[src/include/cscs_cfg.svh]
`ifndef CSCS_CFG_SVH
`define CSCS_CFG_SVH

// Serial port targets, coded {direction, select bit 1, select bit 0}
`define CSCS_TGT_CLK_CFG 3'h0
`define CSCS_TGT_UART_CFG 3'h1
`define CSCS_TGT_UART_TX 3'h2
`define CSCS_TGT_PORT_EXT 3'h3
`define CSCS_TGT_UART_RX 3'h4
`define CSCS_TGT_UART_STAT 3'h5

// Reset values of the writable targets
`define CSCS_CLK_CFG_RST 8'h00
`define CSCS_PORT_EXT_RST 6'h00

// Clock configuration fields
`define CSCS_CC_CARD_LSB 0
`define CSCS_CC_CARD_MSB 4
`define CSCS_CC_CTRL_LSB 5
`define CSCS_CC_CTRL_MSB 7
`define CSCS_PICK_NONE 3'h5

// Card clock mux sources
`define CSCS_CK_XTAL_DIV2 3'h0
`define CSCS_CK_XTAL_DIV4 3'h1
`define CSCS_CK_XTAL_DIV8 3'h2
`define CSCS_CK_INT_DIV2 3'h3
`define CSCS_CK_STOP_HIGH 3'h4
`define CSCS_CK_STOP_LOW 3'h5

// Controller clock mux sources
`define CSCS_MC_INT_DIV8 2'h0
`define CSCS_MC_XTAL_DIV2 2'h1
`define CSCS_MC_XTAL_DIV4 2'h2
`define CSCS_MC_INT_DIV2 2'h3

// Sequencer step = internal oscillator divided by 2**this
`define CSCS_SEQ_DIV_LOG2 4

`endif

[src/include/cscs_pkg.sv]
package cscs_pkg;

  typedef enum logic [3:0] {
    CSCS_IDLE = 4'h0,
    CSCS_BOOST = 4'h1,
    CSCS_VCC = 4'h2,
    CSCS_IO = 4'h3,
    CSCS_ACTIVE = 4'h4,
    CSCS_D_RST = 4'h5,
    CSCS_D_CLK = 4'h6,
    CSCS_D_IO = 4'h7,
    CSCS_D_VCC = 4'h8,
    CSCS_D_BOOST = 4'h9
  } cscs_seq_t;

  typedef enum logic [1:0] {
    CSCS_RD_IDLE = 2'h0,
    CSCS_RD_LOADED = 2'h1,
    CSCS_RD_SHIFT = 2'h2
  } cscs_rd_t;

endpackage

[src/rtl/cscs_top.sv]
// Strobed register access and the register addresses were decided locally.
`timescale 1ns/1ps
`include "cscs_cfg.svh"
// Operation
// [RL1] Refuse session unless card present and supply fault pulse inactive.
// [RL2] In activation, card RST and CLK follow the reset control line; CLK starts on its rise but keeps running after it falls.
// [RL3] Session status line reports card presence.
// [RL4] In session, removal, supply drop or fault deactivates; status goes low.
// [RL5] Supervisor pulse ORed with external reset resets the controller.
// [RL6] Supervisor pulse keeps contacts inactive and forces deactivation.
// [RL7] Supervisor pulse drives open-drain output, polarity set at build time.
// [RL8] Contact hold released when supply rises, reapplied after boost stops.
// [RL9] Session request starts the boost converter first.
// [RL10] Sequencer steps on divided internal oscillator, not crystal.
// [RL11] After reset and in power reduction, controller clock is internal/8.
// [RL12] Controller may pick crystal/2, crystal/4 or internal/2.
// [RL13] Controller clock changes are glitch free.
// [RL14] Card clock: crystal/2,/4,/8, internal/2, stop high or stop low.
// [RL15] Card clock starts, stops and changes are glitch free.
// [RL16] After power-on card clock stops low, controller clock internal/8.
// [RL17] Power-down: card inactive; wake lines or card input change wakes.
// [RL18] Sleep: card powered, boost runs only to restore the rail.
// [RL19] Sequencer keeps running in both power reduction modes.
// [RL20] System controller selects internal clock before stopping the crystal.
// [RL21] Serial port reaches card UART, clock selection and port extension.
// [RL22] Write: select target, shift eight bits in on strobe rising edges.
// [RL23] Write: stage loads into target on enable falling edge.
// [RL24] Read: first enable pulse loads, second sets shift right, 7 shifts.
// [RL25] Wake compares inputs with values sampled on power reduction entry.
// [RL26] Clock mux switches only while old and new sources are low.

module cscs_clk_mux #(
  parameter int N = 4,
  parameter int SW = 2,
  parameter bit HAS_STOP_HIGH = 1'b0,
  parameter logic [SW-1:0] STOP_HIGH_IDX = '0,
  parameter logic [SW-1:0] RST_IDX = '0
) (
  // Clock and reset
  input wire logic clock_i,
  input wire logic rst_i,
  // Sources and selection
  input wire logic [N-1:0] src_i,
  input wire logic [SW-1:0] sel_i,
  // Muxed clock
  output logic clk_o
);
  logic [SW-1:0] cur;
  logic hold;
  wire change = (sel_i != cur);
  // A stopped-high source ends with a falling edge, so it counts as low
  wire cur_low = ~src_i[cur] | (HAS_STOP_HIGH && (cur == STOP_HIGH_IDX));
  wire new_low = ~src_i[sel_i] | (HAS_STOP_HIGH && (sel_i == STOP_HIGH_IDX));
  wire enter_hold = ~hold & change & cur_low;

  always_ff @(posedge clock_i)
  begin
    if (rst_i)
    begin
      cur <= RST_IDX;
      hold <= 1'b0;
    end
    else if (enter_hold)
      hold <= 1'b1; // [RL26]
    else if (hold && new_low)
    begin
      hold <= 1'b0;
      cur <= sel_i; // [RL26]
    end
  end

  always_ff @(posedge clock_i)
  begin
    if (rst_i)
      clk_o <= 1'b0;
    else
      clk_o <= (hold | enter_hold) ? 1'b0 : src_i[cur]; // [RL13] [RL15]
  end
endmodule

module cscs_top #(
  parameter int WAKE_W = 8,
  parameter bit CARD_INSERTED_INPUT_ACTIVE_HIGH = 1'b1,
  parameter bit ALARM_ACTIVE_HIGH = 1'b0,
  parameter int SEQ_DIV_LOG2 = `CSCS_SEQ_DIV_LOG2
) (
  // Clock and reset
  input wire logic clock_i,
  input wire logic rst_i,
  // Clock sources
  input wire logic crystal_input_i,
  input wire logic int_osc_i,
  // Supply supervisor and resets
  input wire logic supply_fault_pulse_i,
  input wire logic ext_reset_i,
  output logic controller_reset_o,
  output logic alarm_o,
  output logic alarm_oe_o,
  // Card side status
  input wire logic card_inserted_input_i,
  input wire logic hw_fault_i,
  input wire logic boost_rail_low_i,
  // Controller session lines
  input wire logic session_request_line_i,
  input wire logic reset_control_line_i,
  output logic session_status_port_bit_o,
  // Power reduction and wake
  input wire logic deep_power_save_i,
  input wire logic sleep_mode_i,
  input wire logic [WAKE_W-1:0] wake_port_lines_i,
  output logic wake_o,
  // Card contacts and supply control
  output logic boost_en_o,
  output logic vcc_en_o,
  output logic contact_hold_supply_o,
  output logic card_io_en_o,
  output logic card_rst_o,
  output logic card_clk_o,
  // Controller clock
  output logic ctrl_clk_o,
  // Serial peripheral port
  input wire logic serial_data_i,
  output logic serial_data_o,
  output logic serial_data_oe_o,
  input wire logic serial_strobe_i,
  input wire logic serial_enable_i,
  input wire logic target_select_bit0_i,
  input wire logic target_select_bit1_i,
  input wire logic serial_dir_i,
  // Card UART access
  output logic uart_cfg_wr_o,
  output logic uart_tx_wr_o,
  output logic [7:0] uart_wdata_o,
  output logic uart_rx_rd_o,
  input wire logic [7:0] uart_rx_data_i,
  input wire logic [7:0] uart_status_i,
  // Port extension
  output logic [5:0] ext_port_o
);
  localparam int I_XTAL = 0;
  localparam int I_OSC = 1;
  localparam int I_CARD_INSERTED_INPUT = 2;
  localparam int I_FAULT = 3;
  localparam int I_EXTRST = 4;
  localparam int I_HWF = 5;
  localparam int I_REQ = 6;
  localparam int I_RSTC = 7;
  localparam int I_PD = 8;
  localparam int I_SLEEP = 9;
  localparam int I_RAIL = 10;
  localparam int I_DATA = 11;
  localparam int I_STB = 12;
  localparam int I_EN = 13;
  localparam int I_SEL0 = 14;
  localparam int I_SEL1 = 15;
  localparam int I_RW = 16;
  localparam int NA = 17 + WAKE_W;
  // Strobe and enable idle high; resetting them low would fake an edge
  localparam logic [NA-1:0] SYNC_IDLE = (NA'(1) << I_STB) | (NA'(1) << I_EN);

  // Picks the lowest set bit of a 5-bit mask, none gives PICK_NONE
  function automatic logic [2:0] cscs_pick(input logic [4:0] m);
    logic [2:0] r;
    r = `CSCS_PICK_NONE;
    for (int i = 4; i >= 0; i--)
      if (m[i])
        r = 3'(i);
    return r;
  endfunction

  // Input synchronisers; stage 3 only serves edge detection
  wire [NA-1:0] ain = {wake_port_lines_i, serial_dir_i, target_select_bit1_i,
    target_select_bit0_i, serial_enable_i, serial_strobe_i, serial_data_i,
    boost_rail_low_i, sleep_mode_i, deep_power_save_i, reset_control_line_i,
    session_request_line_i, hw_fault_i, ext_reset_i, supply_fault_pulse_i,
    card_inserted_input_i, int_osc_i, crystal_input_i};
  logic [NA-1:0] s1;
  logic [NA-1:0] s2;
  logic [NA-1:0] s3;

  always_ff @(posedge clock_i)
  begin
    if (rst_i)
    begin
      s1 <= SYNC_IDLE;
      s2 <= SYNC_IDLE;
      s3 <= SYNC_IDLE;
    end
    else
    begin
      s1 <= ain;
      s2 <= s1;
      s3 <= s2;
    end
  end

  wire card_present = (s2[I_CARD_INSERTED_INPUT] == CARD_INSERTED_INPUT_ACTIVE_HIGH);
  wire fault = s2[I_FAULT];
  wire power_down = s2[I_PD];
  wire power_reduced = s2[I_PD] | s2[I_SLEEP];
  wire card_reset_drive_request = s2[I_RSTC];
  wire [WAKE_W-1:0] wake_now = s2[NA-1:17];

  // Clock dividers on synchronised source edges
  wire xtal_rise = s2[I_XTAL] & ~s3[I_XTAL];
  wire osc_rise = s2[I_OSC] & ~s3[I_OSC];
  logic [2:0] xtal_cnt;
  logic [SEQ_DIV_LOG2-1:0] int_cnt;

  always_ff @(posedge clock_i)
  begin
    if (rst_i)
    begin
      xtal_cnt <= 3'h0;
      int_cnt <= '0;
    end
    else
    begin
      xtal_cnt <= xtal_cnt + 3'(xtal_rise);
      int_cnt <= int_cnt + SEQ_DIV_LOG2'(osc_rise);
    end
  end

  wire seq_tick = osc_rise & (&int_cnt); // [RL10] [RL19]

  // Serial port decode
  wire sp_rw = s2[I_RW];
  wire [2:0] sp_tgt = {s2[I_RW], s2[I_SEL1], s2[I_SEL0]};
  wire stb_rise = s2[I_STB] & ~s3[I_STB];
  wire en_fall = ~s2[I_EN] & s3[I_EN];
  wire en_rise = s2[I_EN] & ~s3[I_EN];
  cscs_pkg::cscs_rd_t rd_phase;
  logic [7:0] stage;
  logic [7:0] clk_cfg;
  logic [5:0] port_ext;
  wire [7:0] read_val = (sp_tgt == `CSCS_TGT_UART_RX) ? uart_rx_data_i :
    (sp_tgt == `CSCS_TGT_UART_STAT) ? uart_status_i : 8'h00;
  wire wr_load = en_fall & ~sp_rw;
  wire rd_load = en_rise & sp_rw & (rd_phase != cscs_pkg::CSCS_RD_LOADED);

  always_ff @(posedge clock_i)
  begin
    if (rst_i)
      stage <= 8'h00;
    else if (rd_load)
      stage <= read_val; // [RL24]
    else if (stb_rise && !sp_rw)
      stage <= {s2[I_DATA], stage[7:1]}; // [RL22]
    else if (stb_rise && rd_phase == cscs_pkg::CSCS_RD_SHIFT)
      stage <= {1'b0, stage[7:1]}; // [RL24]
  end

  always_ff @(posedge clock_i)
  begin
    if (rst_i || !sp_rw)
      rd_phase <= cscs_pkg::CSCS_RD_IDLE;
    else if (rd_load)
      rd_phase <= cscs_pkg::CSCS_RD_LOADED;
    else if (en_rise)
      rd_phase <= cscs_pkg::CSCS_RD_SHIFT; // [RL24]
  end

  always_ff @(posedge clock_i)
  begin
    if (rst_i)
    begin
      clk_cfg <= `CSCS_CLK_CFG_RST;
      port_ext <= `CSCS_PORT_EXT_RST;
      uart_wdata_o <= 8'h00;
    end
    else if (wr_load)
    begin
      if (sp_tgt == `CSCS_TGT_CLK_CFG)
        clk_cfg <= stage; // [RL23] [RL21]
      if (sp_tgt == `CSCS_TGT_PORT_EXT)
        port_ext <= stage[5:0]; // [RL23] [RL21]
      uart_wdata_o <= stage;
    end
  end

  always_ff @(posedge clock_i)
  begin
    if (rst_i)
    begin
      uart_cfg_wr_o <= 1'b0;
      uart_tx_wr_o <= 1'b0;
      uart_rx_rd_o <= 1'b0;
    end
    else
    begin
      uart_cfg_wr_o <= wr_load & (sp_tgt == `CSCS_TGT_UART_CFG); // [RL21]
      uart_tx_wr_o <= wr_load & (sp_tgt == `CSCS_TGT_UART_TX);
      uart_rx_rd_o <= rd_load & (sp_tgt == `CSCS_TGT_UART_RX);
    end
  end

  assign serial_data_o = stage[0];
  assign serial_data_oe_o = sp_rw & (rd_phase == cscs_pkg::CSCS_RD_SHIFT);
  assign ext_port_o = ~port_ext;

  // Activation and deactivation sequencer
  cscs_pkg::cscs_seq_t state;
  cscs_pkg::cscs_seq_t next_state;
  logic emerg_hold;
  wire req = s2[I_REQ];
  wire emergency = ~card_present | fault | s2[I_HWF] | power_down; // [RL4] [RL6] [RL17]
  wire in_session = (state == cscs_pkg::CSCS_BOOST) || (state == cscs_pkg::CSCS_VCC) ||
    (state == cscs_pkg::CSCS_IO) || (state == cscs_pkg::CSCS_ACTIVE);
  wire start_ok = req & card_present & ~fault & ~power_down & ~emerg_hold; // [RL1]

  always_comb
  begin
    next_state = state;
    unique case (state)
      cscs_pkg::CSCS_IDLE:
        if (start_ok)
          next_state = cscs_pkg::CSCS_BOOST; // [RL9]
      cscs_pkg::CSCS_BOOST,
      cscs_pkg::CSCS_VCC,
      cscs_pkg::CSCS_IO,
      cscs_pkg::CSCS_ACTIVE:
        if (emergency || !req)
          next_state = cscs_pkg::CSCS_D_RST; // [RL4]
        else if (state != cscs_pkg::CSCS_ACTIVE)
          next_state = cscs_pkg::cscs_seq_t'(state + 4'h1);
      cscs_pkg::CSCS_D_RST,
      cscs_pkg::CSCS_D_CLK,
      cscs_pkg::CSCS_D_IO,
      cscs_pkg::CSCS_D_VCC:
        next_state = cscs_pkg::cscs_seq_t'(state + 4'h1);
      cscs_pkg::CSCS_D_BOOST:
        next_state = cscs_pkg::CSCS_IDLE;
      default:
        next_state = cscs_pkg::CSCS_IDLE;
    endcase
  end

  always_ff @(posedge clock_i)
  begin
    if (rst_i)
      state <= cscs_pkg::CSCS_IDLE;
    else if (seq_tick)
      state <= next_state; // [RL10] [RL19]
  end

  // Emergency latch holds status low until the request is withdrawn
  always_ff @(posedge clock_i)
  begin
    if (rst_i)
      emerg_hold <= 1'b0;
    else if (seq_tick && in_session && emergency)
      emerg_hold <= 1'b1; // [RL4]
    else if (!req)
      emerg_hold <= 1'b0;
  end

  wire st_vcc_on = (state == cscs_pkg::CSCS_VCC) || (state == cscs_pkg::CSCS_IO) ||
    (state == cscs_pkg::CSCS_ACTIVE) || (state == cscs_pkg::CSCS_D_RST) ||
    (state == cscs_pkg::CSCS_D_CLK) || (state == cscs_pkg::CSCS_D_IO);
  wire st_boost = st_vcc_on || (state == cscs_pkg::CSCS_BOOST) ||
    (state == cscs_pkg::CSCS_D_VCC);
  wire st_io = (state == cscs_pkg::CSCS_IO) || (state == cscs_pkg::CSCS_ACTIVE) ||
    (state == cscs_pkg::CSCS_D_RST) || (state == cscs_pkg::CSCS_D_CLK);
  wire st_active = (state == cscs_pkg::CSCS_ACTIVE);
  logic clk_armed;

  // Card clock waits for the reset control line, so no pulse escapes the count
  always_ff @(posedge clock_i)
  begin
    if (rst_i)
      clk_armed <= 1'b0;
    else if (st_active && card_reset_drive_request)
      clk_armed <= 1'b1; // [RL2]
    else if (!st_active && state != cscs_pkg::CSCS_D_RST)
      clk_armed <= 1'b0;
  end

  wire st_clk_run = clk_armed & (st_active || (state == cscs_pkg::CSCS_D_RST)); // [RL2]
  wire sleep_only = s2[I_SLEEP] & st_active;
  wire next_boost = sleep_only ? s2[I_RAIL] : st_boost; // [RL18]
  wire next_rst = st_active & card_reset_drive_request & ~fault; // [RL2] [RL6]

  always_ff @(posedge clock_i)
  begin
    if (rst_i)
    begin
      boost_en_o <= 1'b0;
      vcc_en_o <= 1'b0;
      contact_hold_supply_o <= 1'b1;
      card_io_en_o <= 1'b0;
      card_rst_o <= 1'b0;
      session_status_port_bit_o <= 1'b0;
    end
    else
    begin
      boost_en_o <= next_boost; // [RL9] [RL18]
      vcc_en_o <= st_vcc_on;
      contact_hold_supply_o <= ~(st_vcc_on | (state == cscs_pkg::CSCS_D_VCC)); // [RL8]
      card_io_en_o <= st_io;
      card_rst_o <= next_rst; // [RL2]
      session_status_port_bit_o <= card_present & ~emerg_hold; // [RL3] [RL4]
    end
  end

  // Supervisor pulse to controller reset and open-drain alarm pin
  always_ff @(posedge clock_i)
  begin
    if (rst_i)
    begin
      controller_reset_o <= 1'b1;
      alarm_oe_o <= 1'b0;
    end
    else
    begin
      controller_reset_o <= fault | s2[I_EXTRST]; // [RL5]
      alarm_oe_o <= ALARM_ACTIVE_HIGH ? ~fault : fault; // [RL7]
    end
  end

  assign alarm_o = 1'b0;

  // Wake detection against values caught on entry to power reduction
  logic pr_d;
  logic [WAKE_W:0] wake_snap;
  wire [WAKE_W:0] wake_cur = {card_present, wake_now};

  always_ff @(posedge clock_i)
  begin
    if (rst_i)
    begin
      pr_d <= 1'b0;
      wake_snap <= '0;
      wake_o <= 1'b0;
    end
    else
    begin
      pr_d <= power_reduced;
      if (power_reduced && !pr_d)
        wake_snap <= wake_cur; // [RL25]
      wake_o <= power_reduced & pr_d & (wake_cur != wake_snap); // [RL17] [RL25]
    end
  end

  // Clock selection
  wire [2:0] card_pick = cscs_pick(clk_cfg[`CSCS_CC_CARD_MSB:`CSCS_CC_CARD_LSB]);
  wire [2:0] ctrl_pick = cscs_pick({2'b00, clk_cfg[`CSCS_CC_CTRL_MSB:`CSCS_CC_CTRL_LSB]});
  wire [2:0] card_sel = !st_clk_run ? `CSCS_CK_STOP_LOW :
    (card_pick == `CSCS_PICK_NONE) ? `CSCS_CK_STOP_LOW : card_pick; // [RL14] [RL16] [RL2]
  wire [1:0] ctrl_sel = (power_reduced || ctrl_pick == `CSCS_PICK_NONE) ?
    `CSCS_MC_INT_DIV8 : 2'(ctrl_pick + 3'h1); // [RL11] [RL12] [RL16]
  wire [7:0] card_src = {2'b00, 1'b0, 1'b1, int_cnt[0], xtal_cnt[2], xtal_cnt[1],
    xtal_cnt[0]};
  wire [3:0] ctrl_src = {int_cnt[0], xtal_cnt[1], xtal_cnt[0], int_cnt[2]};

  cscs_clk_mux #(
    .N(8),
    .SW(3),
    .HAS_STOP_HIGH(1'b1),
    .STOP_HIGH_IDX(`CSCS_CK_STOP_HIGH),
    .RST_IDX(`CSCS_CK_STOP_LOW)
  ) u_card_mux (
    .clock_i(clock_i),
    .rst_i(rst_i),
    .src_i(card_src),
    .sel_i(card_sel),
    .clk_o(card_clk_o)
  );

  cscs_clk_mux #(
    .N(4),
    .SW(2),
    .HAS_STOP_HIGH(1'b0),
    .STOP_HIGH_IDX(2'h0),
    .RST_IDX(`CSCS_MC_INT_DIV8)
  ) u_ctrl_mux (
    .clock_i(clock_i),
    .rst_i(rst_i),
    .src_i(ctrl_src),
    .sel_i(ctrl_sel),
    .clk_o(ctrl_clk_o)
  );
endmodule

[config.mk]
export PLATFORM = sky130hd
export DESIGN_NAME = cscs_top
export DESIGN_NICKNAME = d
export VERILOG_FILES = /design/src/include/cscs_pkg.sv /design/src/rtl/cscs_top.sv
export VERILOG_INCLUDE_DIRS = /design/src /design/src/include
export SDC_FILE = /design/constraint.sdc
export NUM_CORES = 1
export LEC_CHECK = 0
export ABC_AREA = 1
export BUFFER_PORTS_ARGS = -buffer_cell sky130_fd_sc_hd__buf_2
export CAP_MARGIN = 10
export CORE_MARGIN = 10
export CORE_UTILIZATION = 51
export DETAILED_ROUTE_END_ITERATION = 16
export GPL_TIMING_DRIVEN = 1
export PLACE_DENSITY = 0.73
export SYNTH_ARGS = -nofsm -noshare
export SYNTH_HDL_FRONTEND = slang
export SYNTH_HIERARCHICAL = 1
export SYNTH_SLANG_ARGS = --single-unit
export TNS_END_PERCENT = 50
[constraint.sdc]
create_clock -name clock_i -period 2.25 [get_ports clock_i]
set_clock_uncertainty 0.2 [all_clocks]
set_input_delay 0.225 -clock clock_i [delete_from_list [all_inputs] [get_ports clock_i]]
set_output_delay 0.225 -clock clock_i [all_outputs]
set_load 0.02 [all_outputs]
Yosys cells after proc, flatten, opt, wreduce, memory -nomap -nowiden. Index checks and enable logic that the tools add are counted.

Add/sub/neg operators: 4. Magnitude comparators: 4. Multiplexer cells: 39. Bitwise logic cells: 58. Equal/unequal tests: 27. Reductions and logical operators: 48.

Operators with widths (number): $mux 8 (5); $and 1x1->1 (28); $mux 3 (9); $not 1->1 (19); $eq 3x3->1 const B (6); $logic_or 1x1->1 (17); $eq 4x3->1 const B (4); $mux 1 (16); $mux 4 (3); $pmux 4 s3 (1); $or 1x1->1 (10); $logic_and 1x1->1 (9); $ne 9x9->1 (1); $eq 4x2->1 const B (2); $lt 3x4->1 const B (2); $ne 4x3->1 const B (2); $reduce_and 2->1 (4); $reduce_bool 2->1 (4); $reduce_or 4->1 (2); $bmux 1 s3 (2); $eq 3x2->1 const B (2); $lt 2x3->1 const B (2); $not 6->6 (1); $reduce_or 2->1 (3); other kinds (21) (26).

Output and inout bits: 31. Input bits: 43. Logic and storage cells: 214. Register bits after elaboration: 140.

Depth between registers and ports, before layout. Gate-level depths: netlist of run 1.

Depth in word-level cells: 15. Mapped depth: 16. Depth with buffers taken out: 15.

Hierarchy. The synthesis of run 1 kept the hierarchy.

By module, submodules not included: cscs_top (instances 1, cells each 610, area each 4658.2 µm²); cscs_clk_mux at u_card_mux (instances 1, cells each 78, area each 481.7 µm²); cscs_clk_mux at u_ctrl_mux (instances 1, cells each 44, area each 259.0 µm²).

Least setup slack after synthesis of run 1. No wires, ideal clock.

Path kind: register -> register. From: register state[0]. To: register u_card_mux.cur[2]. Period minus slack after synthesis: 2.248 ns. Stages on the path, launching flop included: 14. Arrival time: 1.925 ns. Setup slack: 0.002 ns. Buffers on the path: 0. Setup time: 0.123 ns. Cells stage by stage: dfxtp_1 inv_1 ha_1 inv_1 nor2_2 o21ai_0 nor3_1 inv_1 nand3_1 nand2_1 nand2_2 nand3_2 nand2_1 nand3_1.

Word-level cells in the longest chain between the ends: 10. Elaborated cells between the ends (all ways): 16. Classes of those cells: eq/ne: 4; mux: 3; bitwise: 6; reduce/logical: 3.

Ends and longest elaborated chain: start, declared (line cscs_top.sv:302) `cscs_pkg::cscs_seq_t state;`; start signal, assigned (line cscs_top.sv:341) `state <= cscs_pkg::CSCS_IDLE;`; start signal, assigned (line cscs_top.sv:343) `state <= next_state;`; $eq 4x3->1, on equally long branches (line cscs_top.sv:364, cscs_top.sv:378); $logic_or 1x1->1 (*) (line cscs_top.sv:378) `wire st_clk_run = clk_armed & (st_active || (state == cscs_pkg::CSCS_D_RST));`; $and 1x1->1 (*) (line cscs_top.sv:378); $mux 3 (*) (line cscs_top.sv:447) `` wire [2:0] card_sel = !st_clk_run ? `CSCS_CK_STOP_LOW : ``; named net card_sel[1] (line cscs_top.sv:447); $bmux 1 s3 (line cscs_top.sv:53) `wire new_low = ~src_i[sel_i] | (HAS_STOP_HIGH && (sel_i == STOP_HIGH_IDX));`; $mux 1 (implied by the code) (line cscs_top.sv:53); $not 1->1 (line cscs_top.sv:53); $or 1x1->1 (line cscs_top.sv:53); $logic_and 1x1->1 (line cscs_top.sv:65) `else if (hold && new_low)`; $reduce_and 2->1 (no line) (*); end signal, assigned (line cscs_top.sv:68) `cur <= sel_i;`; end, declared (line cscs_top.sv:48) `logic [SW-1:0] cur;`.

The timed path passes the listed nets; every way through them passes the cells marked *. The select of a mux whose other input is x is not followed. A chain may end at the register's enable or synchronous reset.

Worst setup path after layout of run 1.
From: register state[1]. To: register u_card_mux.cur[2].

The elaborated chain is that of the path after synthesis.

==> results.sh, run 1 <==
export IMPL_synth_distinct_cells=37
export IMPL_cts_root_buf="clkbuf_8"
export IMPL_crit_required_ns=2.45
export IMPL_grt_pass1_wl_um=21100
export IMPL_ant_nets=0
export IMPL_drive_above_1_share=0.188
export IMPL_start_util=0.523
export IMPL_area_growth_syn_to_layout_pct=32.5
export IMPL_coreArea_um2=10300
export IMPL_clk_pin_slew_ns=0.06
export IMPL_p_seq_frac=0.435
export IMPL_place_gp_congestion=0.813
export IMPL_critPathBufInv=5
export IMPL_p_clk_frac=0.482
export IMPL_routed_wl_um=12600
export IMPL_p_leak_nw=3.46
export IMPL_max_stage_delay_ns=0.34
export IMPL_critPathTopFamily="simple AND/OR/NAND/NOR gates"
export IMPL_status="completed"
export IMPL_clockBufferDepth=2
export IMPL_powerDensity_nw_per_um2=793
export IMPL_synth_warnings=6
export IMPL_ir_drop_mv=0.688
export IMPL_first_pass_iters=5
export IMPL_synth_edf_count=0
export IMPL_setup_tns_ns=0
export IMPL_clock_fmax_ghz=0.484
export IMPL_synth_flop_cell="dfxtp_1"
export IMPL_min_path_type="reg2reg"
export IMPL_end_kind="register"
export IMPL_tritoncts="built"
export IMPL_vias=4853
export IMPL_ys_seq_elements=130
export IMPL_place_port_buffers=72
export IMPL_viasPerCell=4.73
export IMPL_worst_endpoint_arrival_ns=2.26
export IMPL_p_sw_frac=0.240
export IMPL_drtIter0Drc=346
export IMPL_critical_path_max_fanout=5
export IMPL_grt_max_degree=81
export IMPL_setup_viol=0
export IMPL_layout_nets=929
export IMPL_io_pins=74
export IMPL_slew_viol_final=0
export IMPL_p_comb_frac=0.083
export IMPL_cts_sinks=130
export IMPL_cts_buffers=17
export IMPL_setup_ws_ns=0.185
export IMPL_cp_start_kind="register"
export IMPL_clock_latency_ns=0.53
export IMPL_first_global_vias=4701
export IMPL_post_place_ws_ns=-0.0219
export IMPL_die_height_um=123
export IMPL_syn_area_um2=5400
export IMPL_crit_slowest_cell="dfxtp_2"
export IMPL_totalPowerFinal_mw=5.67
export IMPL_drv_cap=0
export IMPL_power_internal_mw=4.31
export IMPL_period_minus_slack_ns=2.06
export IMPL_dieArea_um2=15100
export IMPL_die_w_um=123
export IMPL_async_flop_share=0
export IMPL_track_usage=0.175
export IMPL_cts_max_level=4
export IMPL_synthCells=732
export IMPL_synth_seq_area_share=0.482
export IMPL_grt_overflow_total=0
export IMPL_period_share=0.918
export IMPL_power_switching_mw=1.36
export IMPL_layout_common_cells="137 x nand2_1, 129 x dfxtp_1, 121 x inv_1"
export IMPL_crit_type="reg2reg"
export IMPL_syn_avg_cell_area_um2=7.38
export IMPL_fillCellCount=805
export IMPL_wl_per_cell_um=12.3
export IMPL_std_cell_rows=37
export IMPL_route_detailed_drc=0
export IMPL_finalHoldViolCount=0
export IMPL_final_common_cell="nand2_1"
export IMPL_antenna_found_initial=0
export IMPL_dpl_hpwl_um=8100
export IMPL_post_route_util=0.693
export IMPL_worstPathCellList="inv_2 -> ha_2 -> inv_1 -> nor2_2 -> o21ai_1 -> buf_4 -> nor3_2 -> buf_4 -> inv_1 -> nand3_1 -> nand2_1 -> nand2_2 -> nand3_4 -> nand2_1 -> nand3_1"
[metrics by stage]
stage          area, µm²  instances  hold slack, ns
2_1_floorplan       5410        736           0.102
3_3_place_gp        5920        932           0.192
3_5_place_dp        5920        932           0.192
4_1_cts             7060       1018           0.201
5_1_grt             7150       1025           0.209
6_report            7160       1026           0.198
[metal layers]
metal	global-route usage	wire length (µm)	share of wire
met5	0	0	0
met4	0.0707	221	0.018
met3	0.0565	693	0.055
met2	0.310	6540	0.52
met1	0.190	5160	0.41
[area by class of cell]
| type | count | area, µm² | share of cell area |
|---|---|---|---|
| Timing Repair Buffer | 145 | 1080 | 0.151 |
| Antenna cell | 1 | 2.50 | 0.000350 |
| Tap cell | 136 | 170 | 0.0238 |
| Sequential cell | 130 | 2600 | 0.364 |
| Clock inverter | 14 | 179 | 0.0250 |
| Clock buffer | 17 | 414 | 0.0579 |
| Multi-Input combinational cell | 451 | 2200 | 0.308 |
| Inverter | 132 | 500 | 0.0699 |
[power groups by stage]
stage | clock [mW] | combinational, mW | sequential [mW]
3_5_place_dp | 0 | 0.389 | 2.51
4_1_cts | 2.78 | 0.460 | 2.46
3_3_place_gp | 0 | 0.379 | 2.51
6_report | 2.74 | 0.469 | 2.47
5_1_grt | 2.89 | 0.533 | 2.48
2_1_floorplan | 0 | 0.265 | 2.52
[sequential cells by signal, indices dropped and copies added, names as in the netlist, 2 cells and up]
name,cells
rd_phase,2
int_cnt,4
xtal_cnt,3
uart_wdata_o,8
u_ctrl_mux/cur,2
s3,5
u_card_mux/cur,3
s1,25
port_ext,6
stage,8
state,4
clk_cfg,8
wake_snap,9
s2,25
[final timing paths]
path / slack, ns / depth (start not counted) / endpoint / from
setup / recovery: 0.19 / 15 / u_card_mux/cur[2] / state[1]
hold / removal: 0.20 / 2 / s2[17] / s1[17]
setup reg to reg: 0.19 / 15 / u_card_mux/cur[2] / state[1]
hold reg to reg: 0.20 / 2 / s2[17] / s1[17]
[worst min-delay path, cell delays in order, from the launching register on]
cell and delay [ns]:
dfxtp_1 0.29, inv_1 0.04, nor2_1 0.03
[cells in the mapped netlist, types with 8 or more instances]
cell type	n	area, µm²
inv_1	123	462
nand3_1	50	250
nor3_1	10	50.1
nand3_2	8	80.1
a21oi_1	28	140
xnor2_1	10	87.6
nand2_1	138	518
clkbuf_1	10	37.5
o21ai_0	32	160
nand2_2	8	50.1
dfxtp_1	130	2600
nor2_1	119	447
ha_1	9	113
[what timing repair did]
| item | in CTS | in global routing |
|---|---|---|
| endpoints found under the setup margin | 4 | 6 |
| pin swaps | 0 | 1 |
| buffers inserted | 0 | 7 |
| hold buffers | 55 | 0 |
| resized for setup | 1 | 9 |
| hold endpoints to repair | 57 | 0 |
[cells by family after synthesis]
logic type / share of synthesized area
AND/OR/NAND/NOR: 0.290
buffers and inverters: 0.118
flip-flops: 0.482
AO/OA/AOI/OAI: 0.0670
XOR/XNOR: 0.0211
adder cells (fa/ha/maj): 0.0209
other: 0.00139
Note: power is estimated with default switching activity, not from simulation.
==> inputs of run 2 (changes only) <==
--- a/config.mk
+++ b/config.mk
@@ -10,12 +10,11 @@
 export BUFFER_PORTS_ARGS = -buffer_cell sky130_fd_sc_hd__buf_2
 export CAP_MARGIN = 10
 export CORE_MARGIN = 10
-export CORE_UTILIZATION = 51
+export CORE_UTILIZATION = 36
 export DETAILED_ROUTE_END_ITERATION = 16
 export GPL_TIMING_DRIVEN = 1
-export PLACE_DENSITY = 0.73
+export PLACE_DENSITY = 0.55
 export SYNTH_ARGS = -nofsm -noshare
 export SYNTH_HDL_FRONTEND = slang
-export SYNTH_HIERARCHICAL = 1
 export SYNTH_SLANG_ARGS = --single-unit
 export TNS_END_PERCENT = 50
==> results.sh, run 2 <==
export IMPL_status="completed"
export IMPL_slew_viol_final=0
export IMPL_dieArea_um2=19300
export IMPL_tritoncts="built"
export IMPL_routed_wl_um=11000
export IMPL_setup_viol=0
export IMPL_clk_pin_slew_ns=0.06
export IMPL_yosys_area_top_type_share=0.513
export IMPL_end_kind="register"
export IMPL_clock_latency_ns=0.42
export IMPL_largestRegisters="s1 x25, s2 x25, wake_snap x9"
export IMPL_holdCritStartpoint="uart_rx_data_i[6]"
export IMPL_async_flop_share=0
export IMPL_antenna_found_initial=0
export IMPL_synth_distinct_cells=39
export IMPL_grt_overflow_total=0
export IMPL_worst_endpoint_arrival_ns=2.10
export IMPL_min_path_cells=7
export IMPL_synth_flop_cell="dfxtp_1"
export IMPL_dpl_hpwl_um=7890
export IMPL_io_pins=74
export IMPL_wl_per_cell_um=11.4
export IMPL_cpMostUsedCell="nand2_1"
export IMPL_drtIter0Drc=190
export IMPL_setup_tns_ns=0
export IMPL_viasPerCell=4.47
export IMPL_die_height_um=139
export IMPL_synth_warnings=0
export IMPL_first_global_vias=4146
export IMPL_std_cell_rows=43
export IMPL_synthCells=659
export IMPL_r2r_start="state[0]"
export IMPL_critical_path_max_fanout=8
export IMPL_route_detailed_drc=0
export IMPL_post_synth_top_area_cell="dfxtp_1"
export IMPL_track_usage=0.117
export IMPL_period_share=0.895
export IMPL_start_util=0.367
export IMPL_post_place_ws_ns=0.167
export IMPL_reg2reg_to="u_card_mux.cur[0]"
export IMPL_period_minus_slack_ns=2.01
export IMPL_area_growth_syn_to_layout_pct=29.3
export IMPL_grt_max_degree=43
export IMPL_timing_hold_ws_ns=0.0662
export IMPL_max_stage_delay_ns=0.40
export IMPL_synth_area_leaders="dfxtp_1 51%, inv_1 8.5%, nor2_1 8.1%"
export IMPL_fillCellCount=1316
export IMPL_p_leak_nw=3.08
export IMPL_vias=4287
export IMPL_place_port_buffers=72
export IMPL_syn_area_um2=5080
export IMPL_worstPathCellList="inv_1 -> ha_1 -> nor2_2 -> nor2_8 -> nand2_4 -> nand2_2 -> nand2_1 -> nand2_1 -> nand3_2 -> nand2_1 -> nand2_1 -> nand3_1"
export IMPL_clockBufferDepth=2
export IMPL_grt_pass1_wl_um=18900
export IMPL_powerDensity_nw_per_um2=926
export IMPL_dpl_cell_count=901
export IMPL_hold_end="stage[6]"
export IMPL_crit_required_ns=2.34
export IMPL_setup_ws_ns=0.237
export IMPL_final_common_cell="dfxtp_1"
export IMPL_antenna_cells=0
export IMPL_cts_max_level=4
export IMPL_stdcell_count=960
export IMPL_drv_cap=0
export IMPL_layout_common_cells="130 x dfxtp_1, 115 x inv_1, 106 x nor2_1"
export IMPL_coreArea_um2=13800
export IMPL_cts_root_buf="clkbuf_16"
export IMPL_cts_buffers=17
export IMPL_syn_num_nets=711
export IMPL_crit_slowest_cell="dfxtp_1"
export IMPL_synth_seq_area_share=0.513
export IMPL_layout_nets=819
export IMPL_place_gp_congestion=0.852
export IMPL_first_pass_iters=4
export IMPL_drive_above_1_share=0.172
export IMPL_cp_start_kind="register"
export IMPL_ir_drop_mv=0.534
export IMPL_clock_fmax_ghz=0.497
export IMPL_startpoint="state[0]"
export IMPL_crit_type="reg2reg"
export IMPL_r2r_cells=12
export IMPL_die_w_um=139
export IMPL_reg2reg_slack_ns=0.24
export IMPL_rsz0062_at_grt="no"
export IMPL_min_path_type="in2reg"
export IMPL_finalHoldViolCount=0
export IMPL_synth_most_common_cell="dfxtp_1"
export IMPL_ys_seq_elements=130
export IMPL_synthTopCellsByCount="130 x dfxtp_1, 115 x inv_1, 109 x nor2_1, 81 x nand2_1, 42 x a21oi_1"
export IMPL_syn_avg_cell_area_um2=7.70
export IMPL_ant_nets=0
export IMPL_synth_edf_count=0
export IMPL_cts_sinks=130
run 2: changes by cell type in the layout (fill, tap and decap cells not counted), sizes merged, moves of 5 or more:
cell and change:
nand2 -63, dlygate4sd3 -28, nand3 -18, inv -15
nor2 -14, a21oi +13, o21ai +11, buf -9
clkinv +8, a221oi +7, xnor2 -7, conb -5
xor2 +5
run 2: kinds of logic (layout without fill, tap and decap cells):
kind of cell	count (synthesis)	in the layout	synth area share
buf+inv	141	262	0.106
simple gates	262	262	0.224
fa+ha+maj	9	9	0.0222
flops	130	130	0.513
compound gates	105	105	0.115
other cells	1	1	0.000739
xor+xnor	11	11	0.0190
run 2: stage by stage:
step                 util  power [mW]  instance area, µm²
floorplan               -        3.03                5080
global placement    0.409        3.18                5650
detailed placement  0.409        3.20                5650
CTS                 0.474        6.15                6560
global route        0.475        6.39                6570
finish              0.475        6.08                6570
run 2: final cells by class:
cell class	count	area [µm²]	share of cell area
sequential	130	2600	0.396
inverter	122	458	0.0697
multi-input combinational	388	1950	0.297
timing repair buffer	108	698	0.106
clock buffer	17	425	0.0648
tap	180	225	0.0343
clock inverter	15	209	0.0318
run 2: worst max path at each step:
stage	end	slack, ns	cells after the start
after floorplan	u_card_mux.cur[1]	0.35	11
after global placement	u_card_mux.cur[1]	0.27	11
after detailed placement	u_card_mux.cur[1]	0.17	11
after CTS	u_card_mux.cur[1]	0.15	11
after global routing	state[3]	0.0004	9
final	u_card_mux.cur[0]	0.24	12
run 2: power by group:
part	leakage, nW	internal, mW	switching (mW)
clock network	0.312	1.87	1.03
registers	1.06	2.44	0.0994
logic	1.71	0.269	0.368
total	3.08	4.58	1.50
run 2: routing by layer:
layer  track usage  up-vias  wire, µm
met5             0        -         0
met4        0.0577        0       205
met2         0.192       76      5290
li1              -     2288         -
met1         0.133     1906      5070
met3        0.0408       17       401
run 2: timing repair:
item / 4_1_cts / 5_1_grt
endpoints found under the setup margin: 0 / 5
buffers inserted: 0 / 0
gates resized for setup: 0 / 4
endpoints found under the hold margin: 26 / 0
hold buffers: 27 / 0
run 2: critical path: cells and delay by family (launching register included):
kind | cells | cell delay [ns]
simple gates | 10 | 0.91
flops | 1 | 0.40
fa+ha+maj | 1 | 0.27
buf+inv | 1 | 0.10
